[config.mk]
export PLATFORM = sky130hd
export DESIGN_NAME = mac_irq_and_rx_filter_regs
export DESIGN_NICKNAME = d
export VERILOG_FILES = /design/src/verilog/mac_regs_pkg.sv /design/src/verilog/enable_bits.sv /design/src/verilog/sticky_flags.sv /design/src/verilog/mac_irq_and_rx_filter_regs.sv
export SDC_FILE = /design/constraint.sdc
export NUM_CORES = 1
export LEC_CHECK = 0
export BUFFER_PORTS_ARGS = -buffer_cell sky130_fd_sc_hd__buf_2
export CAP_MARGIN = 20
export CORE_MARGIN = 8
export CORE_UTILIZATION = 46
export CTS_BUF_LIST = sky130_fd_sc_hd__clkbuf_8
export DETAILED_ROUTE_END_ITERATION = 8
export PLACE_DENSITY = 0.82
export SYNTH_ARGS = -nofsm -noshare
export SYNTH_HDL_FRONTEND = slang
export SYNTH_SLANG_ARGS = --single-unit
export TNS_END_PERCENT = 5
[constraint.sdc]
create_clock -name clk -period 1.5 [get_ports clk]
set_input_delay 0.3 -clock clk [delete_from_list [all_inputs] [get_ports clk]]
set_output_delay 0.3 -clock clk [all_outputs]
set_load 0.02 [all_outputs]
[src/verilog/mac_regs_pkg.sv]
package mac_regs_pkg;

    // Bus geometry
    localparam int DATA_W = 32;
    localparam int ADDR_W = 8;
    localparam int BE_W   = 4;
    localparam int LANE_W = 8;
    localparam int IRQ_W  = 2;

    // Byte addresses of the word registers
    localparam logic [ADDR_W-1:0] OFF_RAW       = 8'h00;
    localparam logic [ADDR_W-1:0] OFF_MASKED    = 8'h04;
    localparam logic [ADDR_W-1:0] OFF_EN_SET    = 8'h08;
    localparam logic [ADDR_W-1:0] OFF_EN_CLEAR  = 8'h0c;
    localparam logic [ADDR_W-1:0] OFF_FILTER    = 8'h10;
    localparam logic [ADDR_W-1:0] OFF_EVENT     = 8'h14;
    localparam logic [ADDR_W-1:0] OFF_EVENT_EN  = 8'h18;

    // Interrupt source bit positions
    localparam int BIT_STATS = 0;
    localparam int BIT_HOST  = 1;

    // Reset values and writable masks
    localparam logic [IRQ_W-1:0]  IRQ_RESET      = 2'h0;
    localparam logic [DATA_W-1:0] FILTER_RESET   = 32'h0000_0000;
    localparam logic [DATA_W-1:0] FILTER_RW_MASK = 32'h71e7_2727;
    localparam logic [DATA_W-1:0] WORD_ZERO      = 32'h0000_0000;

    // Two interrupt sources, host error above statistics
    typedef struct packed {
        logic host_error;
        logic stats;
    } irq_bits_t;

    // Receive frame filter enable word, bit 31 first
    typedef struct packed {
        logic       rsvd31;
        logic       keep_rx_crc;
        logic       rx_qos_on;
        logic       single_buffer_rx;
        logic [2:0] rsvd27;
        logic       copy_control_frames;
        logic       copy_short_frames;
        logic       copy_error_frames;
        logic       copy_all_frames;
        logic [1:0] rsvd20;
        logic [2:0] promiscuous_channel_sel;
        logic [1:0] rsvd15;
        logic       broadcast_accept;
        logic [1:0] rsvd12;
        logic [2:0] broadcast_channel_sel;
        logic [1:0] rsvd7;
        logic       multicast_accept;
        logic [1:0] rsvd4;
        logic [2:0] multicast_channel_sel;
    } rx_filter_t;

endpackage

[src/verilog/enable_bits.sv]
`timescale 1ns/1ps
module enable_bits #(
    parameter int WIDTH = 2
) (
    // Clock and reset
    input  wire logic             clk,
    input  wire logic             rst_n,
    // One-cycle set and clear strobes
    input  wire logic [WIDTH-1:0] set_bits,
    input  wire logic [WIDTH-1:0] clear_bits,
    // Current enables
    output logic      [WIDTH-1:0] bits
);

    logic [WIDTH-1:0] next_bits;

    // Set and clear come from different registers, never together
    always_comb begin
        next_bits = (bits | set_bits) & ~clear_bits;
    end

    always_ff @(posedge clk or negedge rst_n) begin
        if (!rst_n) begin
            bits <= '0;
        end else begin
            bits <= next_bits;
        end
    end

endmodule

[src/verilog/sticky_flags.sv]
`timescale 1ns/1ps
module sticky_flags #(
    parameter int WIDTH = 2
) (
    // Clock and reset
    input  wire logic             clk,
    input  wire logic             rst_n,
    // Event pulses and clear strobes
    input  wire logic [WIDTH-1:0] set_bits,
    input  wire logic [WIDTH-1:0] clear_bits,
    // Held flags
    output logic      [WIDTH-1:0] flags
);

    logic [WIDTH-1:0] next_flags;

    // Set wins so an event in the clearing cycle is kept
    always_comb begin
        next_flags = (flags & ~clear_bits) | set_bits;
    end

    always_ff @(posedge clk or negedge rst_n) begin
        if (!rst_n) begin
            flags <= '0;
        end else begin
            flags <= next_flags;
        end
    end

endmodule

[src/verilog/mac_irq_and_rx_filter_regs.sv]
// Contract
// - Raw status bit 1 reads host error pending, mask ignored.
// - Raw status bit 0 reads statistics pending, mask ignored.
// - Masked status bit 1 reads host error pending gated by its enable.
// - Masked status bit 0 reads statistics pending gated by its enable.
// - Set register bit 1 written 1 enables host error; 0 no effect; reads enable.
// - Set register bit 0 written 1 enables statistics; 0 no effect.
// - Clear register bit 1 written 1 disables host error; 0 no effect; reads enable.
// - Clear register bit 0 written 1 disables statistics; 0 no effect.
// - Filter register fields read/write, reset zero, at their fixed positions.
// - Keep-CRC bit selects CRC kept and counted, or dropped.
// - Single-buffer bit puts each frame in one buffer, length up to 65535.
// - Copy-control bit passes control frames to memory, else filtered.
//
// Design decisions made here: the Avalon-MM interface to the registers and the address map.
`timescale 1ns/1ps
module mac_irq_and_rx_filter_regs (
    // Clock and reset
    input  wire logic                              clk,
    input  wire logic                              rst_n,
    // Avalon-MM slave
    input  wire logic [mac_regs_pkg::ADDR_W-1:0]   address,
    input  wire logic                              read,
    input  wire logic                              write,
    input  wire logic [mac_regs_pkg::DATA_W-1:0]   writedata,
    input  wire logic [mac_regs_pkg::BE_W-1:0]     byteenable,
    output logic      [mac_regs_pkg::DATA_W-1:0]   readdata,
    output logic                                   waitrequest,
    // Pending conditions from the MAC core
    input  wire logic                              host_error_pending,
    input  wire logic                              stats_pending,
    // Interrupt outputs
    output logic                                   mac_misc_irq,
    output logic                                   event_irq,
    // Receive filter configuration
    output mac_regs_pkg::rx_filter_t               rx_filter
);

    // Raw and gated sources
    mac_regs_pkg::irq_bits_t raw;
    mac_regs_pkg::irq_bits_t irq_enable;
    mac_regs_pkg::irq_bits_t masked;
    mac_regs_pkg::irq_bits_t raw_q;
    mac_regs_pkg::irq_bits_t next_raw_q;
    mac_regs_pkg::irq_bits_t rise;

    // Event status and its mask
    mac_regs_pkg::irq_bits_t event_status;
    mac_regs_pkg::irq_bits_t event_enable;
    mac_regs_pkg::irq_bits_t next_event_enable;
    mac_regs_pkg::irq_bits_t event_clear;

    // Bus decode
    logic                                  req;
    logic                                  wr_go;
    logic                                  rd_go;
    logic                                  hit_en_set;
    logic                                  hit_en_clear;
    logic                                  hit_filter;
    logic                                  hit_event;
    logic                                  hit_event_en;
    logic                                  wr_en_set;
    logic                                  wr_en_clear;
    logic                                  wr_filter;
    logic                                  wr_event_en;
    logic                                  rd_event;
    logic [mac_regs_pkg::DATA_W-1:0]       lane_mask;
    logic [mac_regs_pkg::DATA_W-1:0]       wr_bits;
    logic [mac_regs_pkg::DATA_W-1:0]       rd_mux;
    logic [mac_regs_pkg::DATA_W-1:0]       next_readdata;
    logic                                  next_waitrequest;
    mac_regs_pkg::irq_bits_t               en_set;
    mac_regs_pkg::irq_bits_t               en_clear;

    // Filter and interrupt output next values
    mac_regs_pkg::rx_filter_t              next_rx_filter;
    logic [mac_regs_pkg::DATA_W-1:0]       filter_keep;
    mac_regs_pkg::rx_filter_t              filter_view;
    logic                                  next_mac_misc_irq;
    logic                                  next_event_irq;

    // Sources come from the MAC core on this clock, no synchroniser
    always_comb begin
        raw.host_error = host_error_pending;
        raw.stats      = stats_pending;
    end

    // Masked view is combinational so it tracks the raw level
    always_comb begin
        masked.host_error = raw.host_error & irq_enable.host_error;
        masked.stats      = raw.stats & irq_enable.stats;
    end

    // Edge detect feeds the sticky event flags
    always_comb begin
        next_raw_q = raw;
        rise       = raw & ~raw_q;
    end

    always_ff @(posedge clk or negedge rst_n) begin
        if (!rst_n) begin
            raw_q <= mac_regs_pkg::IRQ_RESET;
        end else begin
            raw_q <= next_raw_q;
        end
    end

    // Request taken at the edge where waitrequest is low
    always_comb begin
        req   = read | write;
        wr_go = write & ~waitrequest;
        rd_go = read & ~waitrequest;
    end

    // One comparator per strobed register, used by the write and event-read strobes; the read mux decodes address itself
    always_comb begin
        hit_en_set   = address == mac_regs_pkg::OFF_EN_SET;
        hit_en_clear = address == mac_regs_pkg::OFF_EN_CLEAR;
        hit_filter   = address == mac_regs_pkg::OFF_FILTER;
        hit_event    = address == mac_regs_pkg::OFF_EVENT;
        hit_event_en = address == mac_regs_pkg::OFF_EVENT_EN;
    end

    // Strobes last only the committing cycle, so side effects happen once
    always_comb begin
        wr_en_set   = wr_go & hit_en_set;
        wr_en_clear = wr_go & hit_en_clear;
        wr_filter   = wr_go & hit_filter;
        wr_event_en = wr_go & hit_event_en;
        rd_event    = rd_go & hit_event;
    end

    // Byte enables expanded to a bit mask
    always_comb begin
        for (int i = 0; i < mac_regs_pkg::BE_W; i++) begin
            lane_mask[i*mac_regs_pkg::LANE_W +: mac_regs_pkg::LANE_W] =
                {mac_regs_pkg::LANE_W{byteenable[i]}};
        end
        wr_bits = writedata & lane_mask;
    end

    // Enable set and clear strobes
    always_comb begin
        en_set   = mac_regs_pkg::IRQ_RESET;
        en_clear = mac_regs_pkg::IRQ_RESET;
        if (wr_en_set) begin
            en_set.host_error = wr_bits[mac_regs_pkg::BIT_HOST];
            en_set.stats      = wr_bits[mac_regs_pkg::BIT_STATS];
        end
        if (wr_en_clear) begin
            en_clear.host_error = wr_bits[mac_regs_pkg::BIT_HOST];
            en_clear.stats      = wr_bits[mac_regs_pkg::BIT_STATS];
        end
    end

    // Enables reset to disabled
    enable_bits #(
        .WIDTH      (mac_regs_pkg::IRQ_W)
    ) u_enable (
        .clk        (clk),
        .rst_n      (rst_n),
        .set_bits   (en_set),
        .clear_bits (en_clear),
        .bits       (irq_enable)
    );

    // Clearing only what was returned keeps events that arrive meanwhile
    always_comb begin
        event_clear = mac_regs_pkg::IRQ_RESET;
        if (rd_event) begin
            event_clear = readdata[mac_regs_pkg::IRQ_W-1:0];
        end
    end

    sticky_flags #(
        .WIDTH      (mac_regs_pkg::IRQ_W)
    ) u_events (
        .clk        (clk),
        .rst_n      (rst_n),
        .set_bits   (rise),
        .clear_bits (event_clear),
        .flags      (event_status)
    );

    // Event mask is plain read/write
    always_comb begin
        next_event_enable = event_enable;
        if (wr_event_en) begin
            next_event_enable = wr_bits[mac_regs_pkg::IRQ_W-1:0];
        end
    end

    always_ff @(posedge clk or negedge rst_n) begin
        if (!rst_n) begin
            event_enable <= mac_regs_pkg::IRQ_RESET;
        end else begin
            event_enable <= next_event_enable;
        end
    end

    // Filter word: only documented fields take writes
    always_comb begin
        filter_keep    = ~(mac_regs_pkg::FILTER_RW_MASK & lane_mask);
        next_rx_filter = rx_filter;
        if (wr_filter) begin
            next_rx_filter = mac_regs_pkg::rx_filter_t'(
                (rx_filter & filter_keep) |
                (wr_bits & mac_regs_pkg::FILTER_RW_MASK));
        end
    end

    // Datapath reads keep_rx_crc, single_buffer_rx, copy_control_frames
    always_ff @(posedge clk or negedge rst_n) begin
        if (!rst_n) begin
            rx_filter <= mac_regs_pkg::rx_filter_t'(mac_regs_pkg::FILTER_RESET);
        end else begin
            rx_filter <= next_rx_filter;
        end
    end

    // Read view rebuilt field by field, so reserved bits read zero by construction
    always_comb begin
        filter_view                         = mac_regs_pkg::rx_filter_t'(mac_regs_pkg::WORD_ZERO);
        filter_view.keep_rx_crc             = rx_filter.keep_rx_crc;
        filter_view.rx_qos_on               = rx_filter.rx_qos_on;
        filter_view.single_buffer_rx        = rx_filter.single_buffer_rx;
        filter_view.copy_control_frames     = rx_filter.copy_control_frames;
        filter_view.copy_short_frames       = rx_filter.copy_short_frames;
        filter_view.copy_error_frames       = rx_filter.copy_error_frames;
        filter_view.copy_all_frames         = rx_filter.copy_all_frames;
        filter_view.promiscuous_channel_sel = rx_filter.promiscuous_channel_sel;
        filter_view.broadcast_accept        = rx_filter.broadcast_accept;
        filter_view.broadcast_channel_sel   = rx_filter.broadcast_channel_sel;
        filter_view.multicast_accept        = rx_filter.multicast_accept;
        filter_view.multicast_channel_sel   = rx_filter.multicast_channel_sel;
    end

    // Read mux, unused bits stay zero
    always_comb begin
        rd_mux = mac_regs_pkg::WORD_ZERO;
        case (address)
            mac_regs_pkg::OFF_RAW: begin
                rd_mux[mac_regs_pkg::BIT_HOST]  = raw.host_error;
                rd_mux[mac_regs_pkg::BIT_STATS] = raw.stats;
            end
            mac_regs_pkg::OFF_MASKED: begin
                rd_mux[mac_regs_pkg::BIT_HOST]  = masked.host_error;
                rd_mux[mac_regs_pkg::BIT_STATS] = masked.stats;
            end
            mac_regs_pkg::OFF_EN_SET: begin
                rd_mux[mac_regs_pkg::IRQ_W-1:0] = irq_enable;
            end
            mac_regs_pkg::OFF_EN_CLEAR: begin
                rd_mux[mac_regs_pkg::IRQ_W-1:0] = irq_enable;
            end
            mac_regs_pkg::OFF_FILTER: begin
                rd_mux = filter_view;
            end
            mac_regs_pkg::OFF_EVENT: begin
                rd_mux[mac_regs_pkg::IRQ_W-1:0] = event_status;
            end
            mac_regs_pkg::OFF_EVENT_EN: begin
                rd_mux[mac_regs_pkg::IRQ_W-1:0] = event_enable;
            end
            default: begin
                rd_mux = mac_regs_pkg::WORD_ZERO;
            end
        endcase
    end

    // One wait cycle on every access: data is registered, a timing trade
    always_comb begin
        next_waitrequest = 1'b1;
        next_readdata    = readdata;
        if (req && waitrequest) begin
            next_waitrequest = 1'b0;
            if (read) begin
                next_readdata = rd_mux;
            end else begin
                next_readdata = mac_regs_pkg::WORD_ZERO;
            end
        end
    end

    always_ff @(posedge clk or negedge rst_n) begin
        if (!rst_n) begin
            waitrequest <= 1'b1;
            readdata    <= mac_regs_pkg::WORD_ZERO;
        end else begin
            waitrequest <= next_waitrequest;
            readdata    <= next_readdata;
        end
    end

    // Interrupt outputs, registered: mac_misc_irq lags its source by one edge, event_irq by two
    always_comb begin
        next_mac_misc_irq = |masked;
        next_event_irq    = |(event_status & event_enable);
    end

    always_ff @(posedge clk or negedge rst_n) begin
        if (!rst_n) begin
            mac_misc_irq <= 1'b0;
            event_irq    <= 1'b0;
        end else begin
            mac_misc_irq <= next_mac_misc_irq;
            event_irq    <= next_event_irq;
        end
    end

endmodule

==> results of run 1 <==
-- synthesized netlist by cell type (all sizes together) --
library cell	number
a22o	20
o21ai	1
nand4	1
a31o	1
mux2	18
nor4b	1
nor2b	1
nand2	5
conb	1
nor2	3
clkbuf	3
and4	1
nand2b	1
nor4	2
o21a	1
and3	1
nand3	6
dfstp	1
mux2i	6
o2111ai	2
nand3b	1
buf	31
a32o	1
inv	6
a22oi	1
nand4bb	1
o21bai	1
dfrtp	46
or4b	1
o41ai	1
a222oi	1
-- worst paths after layout --
path                       slack (ns)  cells after the start                        to                     start
hold / removal                   0.16                      1        raw_q[0]$_DFF_PN0_             stats_pending
max in group asynchronous        0.49                      3  readdata[13]$_DFFE_PN0P_                     rst_n
setup / recovery                -0.16                      7                 flip-flop                address[6]
hold reg to reg                  0.51                      1  readdata[29]$_DFFE_PN0P_  readdata[29]$_DFFE_PN0P_
min in group asynchronous        0.46                      2                 async pin                     rst_n
setup reg to reg                 0.11                      4                 flip-flop     waitrequest$_DFF_PN1_
-- what timing repair did --
item,4_1_cts,5_1_grt
endpoints found under the setup margin,36,37
setup buffers,0,0
hold buffers,1,0
resized for setup,6,4
endpoints found under the hold margin,15,0
pin swaps,3,0
-- final cells by class --
class,instances,area (µm²)
tap,54,67.56
clock buffer,6,82.58
multi-input combinational,107,845.8
inverter,6,22.52
timing repair buffer,91,533.0
clock inverter,2,12.51
fill,369,1857
sequential,47,1177
-- power groups by stage --
stage	clock network [µW]	logic, µW	registers [µW]
2_1_floorplan	0	179	1340
3_3_place_gp	0	269	1330
3_5_place_dp	0	275	1330
4_1_cts	811	281	1300
5_1_grt	851	313	1310
6_report	791	285	1300
-- metal layers --
| metal | GRT usage | vias to the layer above | part of all wire |
|---|---|---|---|
| met5 | 0 | - | 0 |
| li1 | - | 728 | - |
| met1 | 0.1632 | 779 | 0.40 |
| met3 | 0.06776 | 4 | 0.096 |
| met4 | 0.04239 | 0 | 0.0082 |
| met2 | 0.2597 | 80 | 0.50 |
-- stage by stage --
| stage | cells | instance area [µm²] | util | total power, µW | setup WS [ns] |
|---|---|---|---|---|---|
| after global placement | 304 | 2584 | 0.5619 | 1595 | -0.5529 |
| after CTS | 313 | 2716 | 0.5907 | 2395 | -0.1771 |
| after global routing | 313 | 2741 | 0.5962 | 2470 | -0.1977 |
| after detailed placement | 304 | 2584 | 0.5619 | 1603 | -0.5880 |
| final | 313 | 2741 | 0.5962 | 2379 | -0.1577 |
| after floorplan | 194 | 2247 | - | 1520 | -0.3713 |
-- cells by family (layout without fill, tap and decap cells) --
family                 after synthesis  in the layout  synth area share
AO/OA/AOI/OAI                       30             30            0.1260
flip-flops                          47             47            0.5487
other                                1             28          0.001748
buffers and inverters               40            105            0.1254
AND/OR/NAND/NOR                     25             25           0.07581
multiplexers                        24             24            0.1224
==> flow_metrics.tcl, run 1 <==
set metrics [dict create \
    status "finished with violations" \
    violations_in_the_final_reports "negative setup slack" \
    placementRows 25 \
    vias 1591 \
    root_buffer "clkbuf_8" \
    floorplan.die_area_um2 7106 \
    n_antenna_cell 0 \
    cts_tree "done" \
    route.detailed.vias_per_inst 5.083 \
    share_seq_of_total_power 0.548 \
    hold_ws_ns 0.1562 \
    drv_cap 0 \
    die_width_um 84.30 \
    synth.distinct_cells 35 \
    postSynthAreaPerCell_um2 12.85 \
    switching_share 0.2636 \
    io_pins 117 \
    cts.clk_slew.worst_paths_ns 0.08 \
    post_synth_instance_area_um2 2146 \
    cts.sinks 47 \
    max_freq_mhz 603.3 \
    clock_power_share 0.332 \
    timing.critical_path.slowest_stage_cell "or4b_4" \
    ir_drop_v 0.0007213 \
    crit_top_cell "buf_6" \
    final_common_cell "buf_2" \
    final.setup.worst_slack_ns -0.1577 \
    finalNetCount 308 \
    hold_crit_path_type "input port to flip-flop" \
    wl_mm 5.260 \
    cts.path.max_buffers 2 \
    setup.worst_path.class "input port to flip-flop" \
    grt_use_total 0.1513 \
    pin_count_of_the_biggest_net_entering_global_routing 20 \
    worst-endpoint-arrival_ns 1.84 \
    grt_pass1_wl_mm 8.818 \
    postSynthRegisterBits 47 \
    final-max-slew-violation-count 0 \
    worst-path-buf-inv 3 \
    crit_path_max_fanout 6 \
    initialDrtViolationCount 92 \
    synth-warning-count 0 \
    clock-skew-final_ns 0.006402 \
    ys_seq_area_frac 0.5487 \
    cts-htree-levels 2 \
    startpoint_type "input port" \
    endpoints_failing_setup 34 \
    drc 0 \
    numPortBuffers 74 \
    critical_path.top_delay_family "simple AND/OR/NAND/NOR gates" \
    critical-path-max-stage-delay_ns 0.56 \
    firstDrtPassIters 5 \
    core_box_area_um2 4598 \
    power_report.internal_total_uw 1752 \
    final_antenna_net_count 0 \
    finalSetupTns_ns -4.239 \
    grt_antenna_before_repair 0 \
    gp_congestion 0.8084 \
    final-hold-violation-count 0 \
    p_leak_uw 0.001546 \
    synth_cells 167 \
    total_switching_power_uw 627.3 \
    grt-ovfl-total 0 \
    wl_per_cell_um 16.81 \
    pwr-share-comb 0.120 \
    most-common-layout-cells "74 x buf_2, 46 x dfrtp_1, 28 x conb_1" \
    dominant_cells_by_area_after_synthesis "dfrtp_1 54%, buf_4 10%, mux2_2 9.4%" \
    starting_density_of_the_core 0.4667 \
    place_hpwl_mm 4.233 \
    yosysTopAreaCellShare 0.5364 \
    power-per-cell-area_nw_per_um2 867.9 \
    grt_setup_unrepaired "yes" \
    crit_path_cells "buf_2, or4b_4, nor4b_4, buf_6, nand3_2, buf_6, mux2_2" \
    cp-end-kind "flip-flop" \
    yosysTopAreaCell "dfrtp_1" \
    cts_buffers 5 \
    area_delta_synth_final_pct 27.76 \
    required_time_worst_endpoint_ns 1.69 \
    die_height_um 84.30 \
    layout_worst_path_cycle_share 1.105 \
    min_period_ns 1.658 \
    clkLatencyLatePin_ns 0.30 \
    drive_above_1_share 0.5251 \
    grt_pass1_vias 1819 \
]
No activity file was read; power rests on OpenSTA's default activity.
==> run 2, diff against run 1 <==
--- a/config.mk
+++ b/config.mk
@@ -12,6 +12,7 @@
 export CTS_BUF_LIST = sky130_fd_sc_hd__clkbuf_8
 export DETAILED_ROUTE_END_ITERATION = 8
 export PLACE_DENSITY = 0.82
+export SKIP_LAST_GASP = 1
 export SYNTH_ARGS = -nofsm -noshare
 export SYNTH_HDL_FRONTEND = slang
 export SYNTH_SLANG_ARGS = --single-unit
==> run 2 against run 1 <==
  * The run still ends with negative setup slack left
  * Sequential share of layout area hardly changed
  * Setup slack worse by 0.00070 ns
  * Global-route usage is the same
  * Sequential power about the same
  * Fmax about the same
  * Non-clock buffer count increased by 1
  * Count of clock-buffer cells in the layout unchanged
  * Clock skew rose by 0.00078 ns
  * Via count grew 0.19%
  * Critical path type unchanged
  * Largest power group unchanged
==> flow_metrics.tcl, run 2 (synthesis gave the netlist of run 1 again) <==
set metrics [dict create \
    die_width_um 84.30 \
    cts_tree "done" \
    final.setup.worst_slack_ns -0.1584 \
    hold_crit_path_type "input port to flip-flop" \
    cts_buffers 5 \
    cts.sinks 47 \
    clkLatencyLatePin_ns 0.30 \
    route.detailed.vias_per_inst 5.076 \
    worst-r2r-cell-count 4 \
    post-place-cells 304 \
    initialDrtViolationCount 110 \
    required_time_worst_endpoint_ns 1.69 \
    grt_setup_unrepaired "yes" \
    n_antenna_cell 0 \
    place_hpwl_mm 4.233 \
    firstDrtPassIters 4 \
    placed_cell_area_um2 2584 \
    post-route-cell-area_um2 2744 \
    ir_drop_v 0.0007261 \
    violations_in_the_final_reports "negative setup slack" \
    filler_free_cell_count_of_the_finished_design 314 \
    worst-endpoint-arrival_ns 1.85 \
    min_period_ns 1.658 \
    grt_antenna_before_repair 0 \
    wl_mm 5.306 \
    hold-path-cell-count 1 \
    final-max-slew-violation-count 0 \
    placementRows 25 \
    status "finished with violations" \
    drv_cap 0 \
    pre_cts_slack_ns -0.5880 \
    root_buffer "clkbuf_8" \
    most-common-layout-cells "73 x buf_2, 46 x dfrtp_1, 28 x conb_1" \
    final_antenna_net_count 0 \
    startpoint_type "input port" \
    cts-htree-levels 2 \
    finalNetCount 309 \
    final_common_cell "buf_2" \
    design_power_total_uw 2384 \
    cp-end-kind "flip-flop" \
    pin_count_of_the_biggest_net_entering_global_routing 20 \
    die_height_um 84.30 \
    core_box_area_um2 4598 \
    endpoints_failing_setup 36 \
    crit_path_max_fanout 6 \
    final-hold-violation-count 0 \
    area_delta_synth_final_pct 27.87 \
    p_leak_uw 0.001547 \
    floorplan.die_area_um2 7106 \
    wl_per_cell_um 16.90 \
    starting_density_of_the_core 0.4667 \
    grt_use_total 0.1513 \
    power-per-cell-area_nw_per_um2 868.8 \
    layout_worst_path_cycle_share 1.106 \
    drive_above_1_share 0.5192 \
    grt_pass1_vias 1819 \
    vias 1594 \
    numPortBuffers 74 \
    setup.worst_path.class "input port to flip-flop" \
    max_freq_mhz 603.0 \
    cts.clk_slew.worst_paths_ns 0.08 \
    grt-ovfl-total 0 \
    drc 0 \
    cts.path.max_buffers 2 \
    filler_cell_count 369 \
    grt_pass1_wl_mm 8.818 \
    gp_congestion 0.8084 \
    io_pins 117 \
    clock-skew-final_ns 0.007182 \
]
## run 2: metal layers
layer,wire (µm),share of wire,global-route usage,vias to the layer above
met3,495,0.093,0.06776,7
met1,2081,0.39,0.1632,778
met2,2653,0.50,0.2597,80
met4,77,0.015,0.04239,0
li1,-,-,-,729
met5,0,0,0,-
## run 2: what timing repair did
item	in CTS	in global routing
endpoints found under the setup margin	36	41
hold buffers	1	0
resized for setup	4	6
endpoints found under the hold margin	15	0
pin swaps	3	1
setup buffers	0	1
## run 2: worst paths after layout
kind | start | endpoint | slack (ns)
max | address[6] | flip-flop | -0.16
min | stats_pending | raw_q[0]$_DFF_PN0_ | 0.15
max reg2reg | waitrequest$_DFF_PN1_ | flip-flop | 0.06
min reg2reg | readdata[29]$_DFFE_PN0P_ | readdata[29]$_DFFE_PN0P_ | 0.51
max in group asynchronous | rst_n | readdata[8]$_DFFE_PN0P_ | 0.50
min in group asynchronous | rst_n | async pin | 0.46
## run 2: report_power, final
part / switching, µW / internal (µW)
Sequential: 16.9 / 1290
Combinational: 189 / 97.2
Clock: 423 / 371
## run 2: layout make-up
type                            instances  area (µm²)  share of cell area
Clock inverter                          2       12.51            0.004560
Timing Repair Buffer                   92       546.8              0.1993
Inverter                                6       22.52            0.008208
Multi-Input combinational cell        107       834.6              0.3041
Sequential cell                        47        1177              0.4291
Tap cell                               54       67.56             0.02462
Clock buffer                            6       82.58             0.03010
## run 2: worst max-delay path: stages
cell and delay [ns]:
buf_6 0.09, or4b_4 0.55, nor4b_4 0.24, buf_6 0.17, nand3_2 0.07, buf_6 0.15, mux2_2 0.26
## run 2: per-stage QoR
step / TNS [ns] / utilization / hold WS, ns
final: -4.085 / 0.5967 / 0.1537
after global routing: -5.464 / 0.5967 / 0.1483
after CTS: -5.587 / 0.5888 / 0.1438
after detailed placement: -19.50 / 0.5619 / 0.2716
after global placement: -18.57 / 0.5619 / 0.2615
after floorplan: -10.88 / - / 0.004409
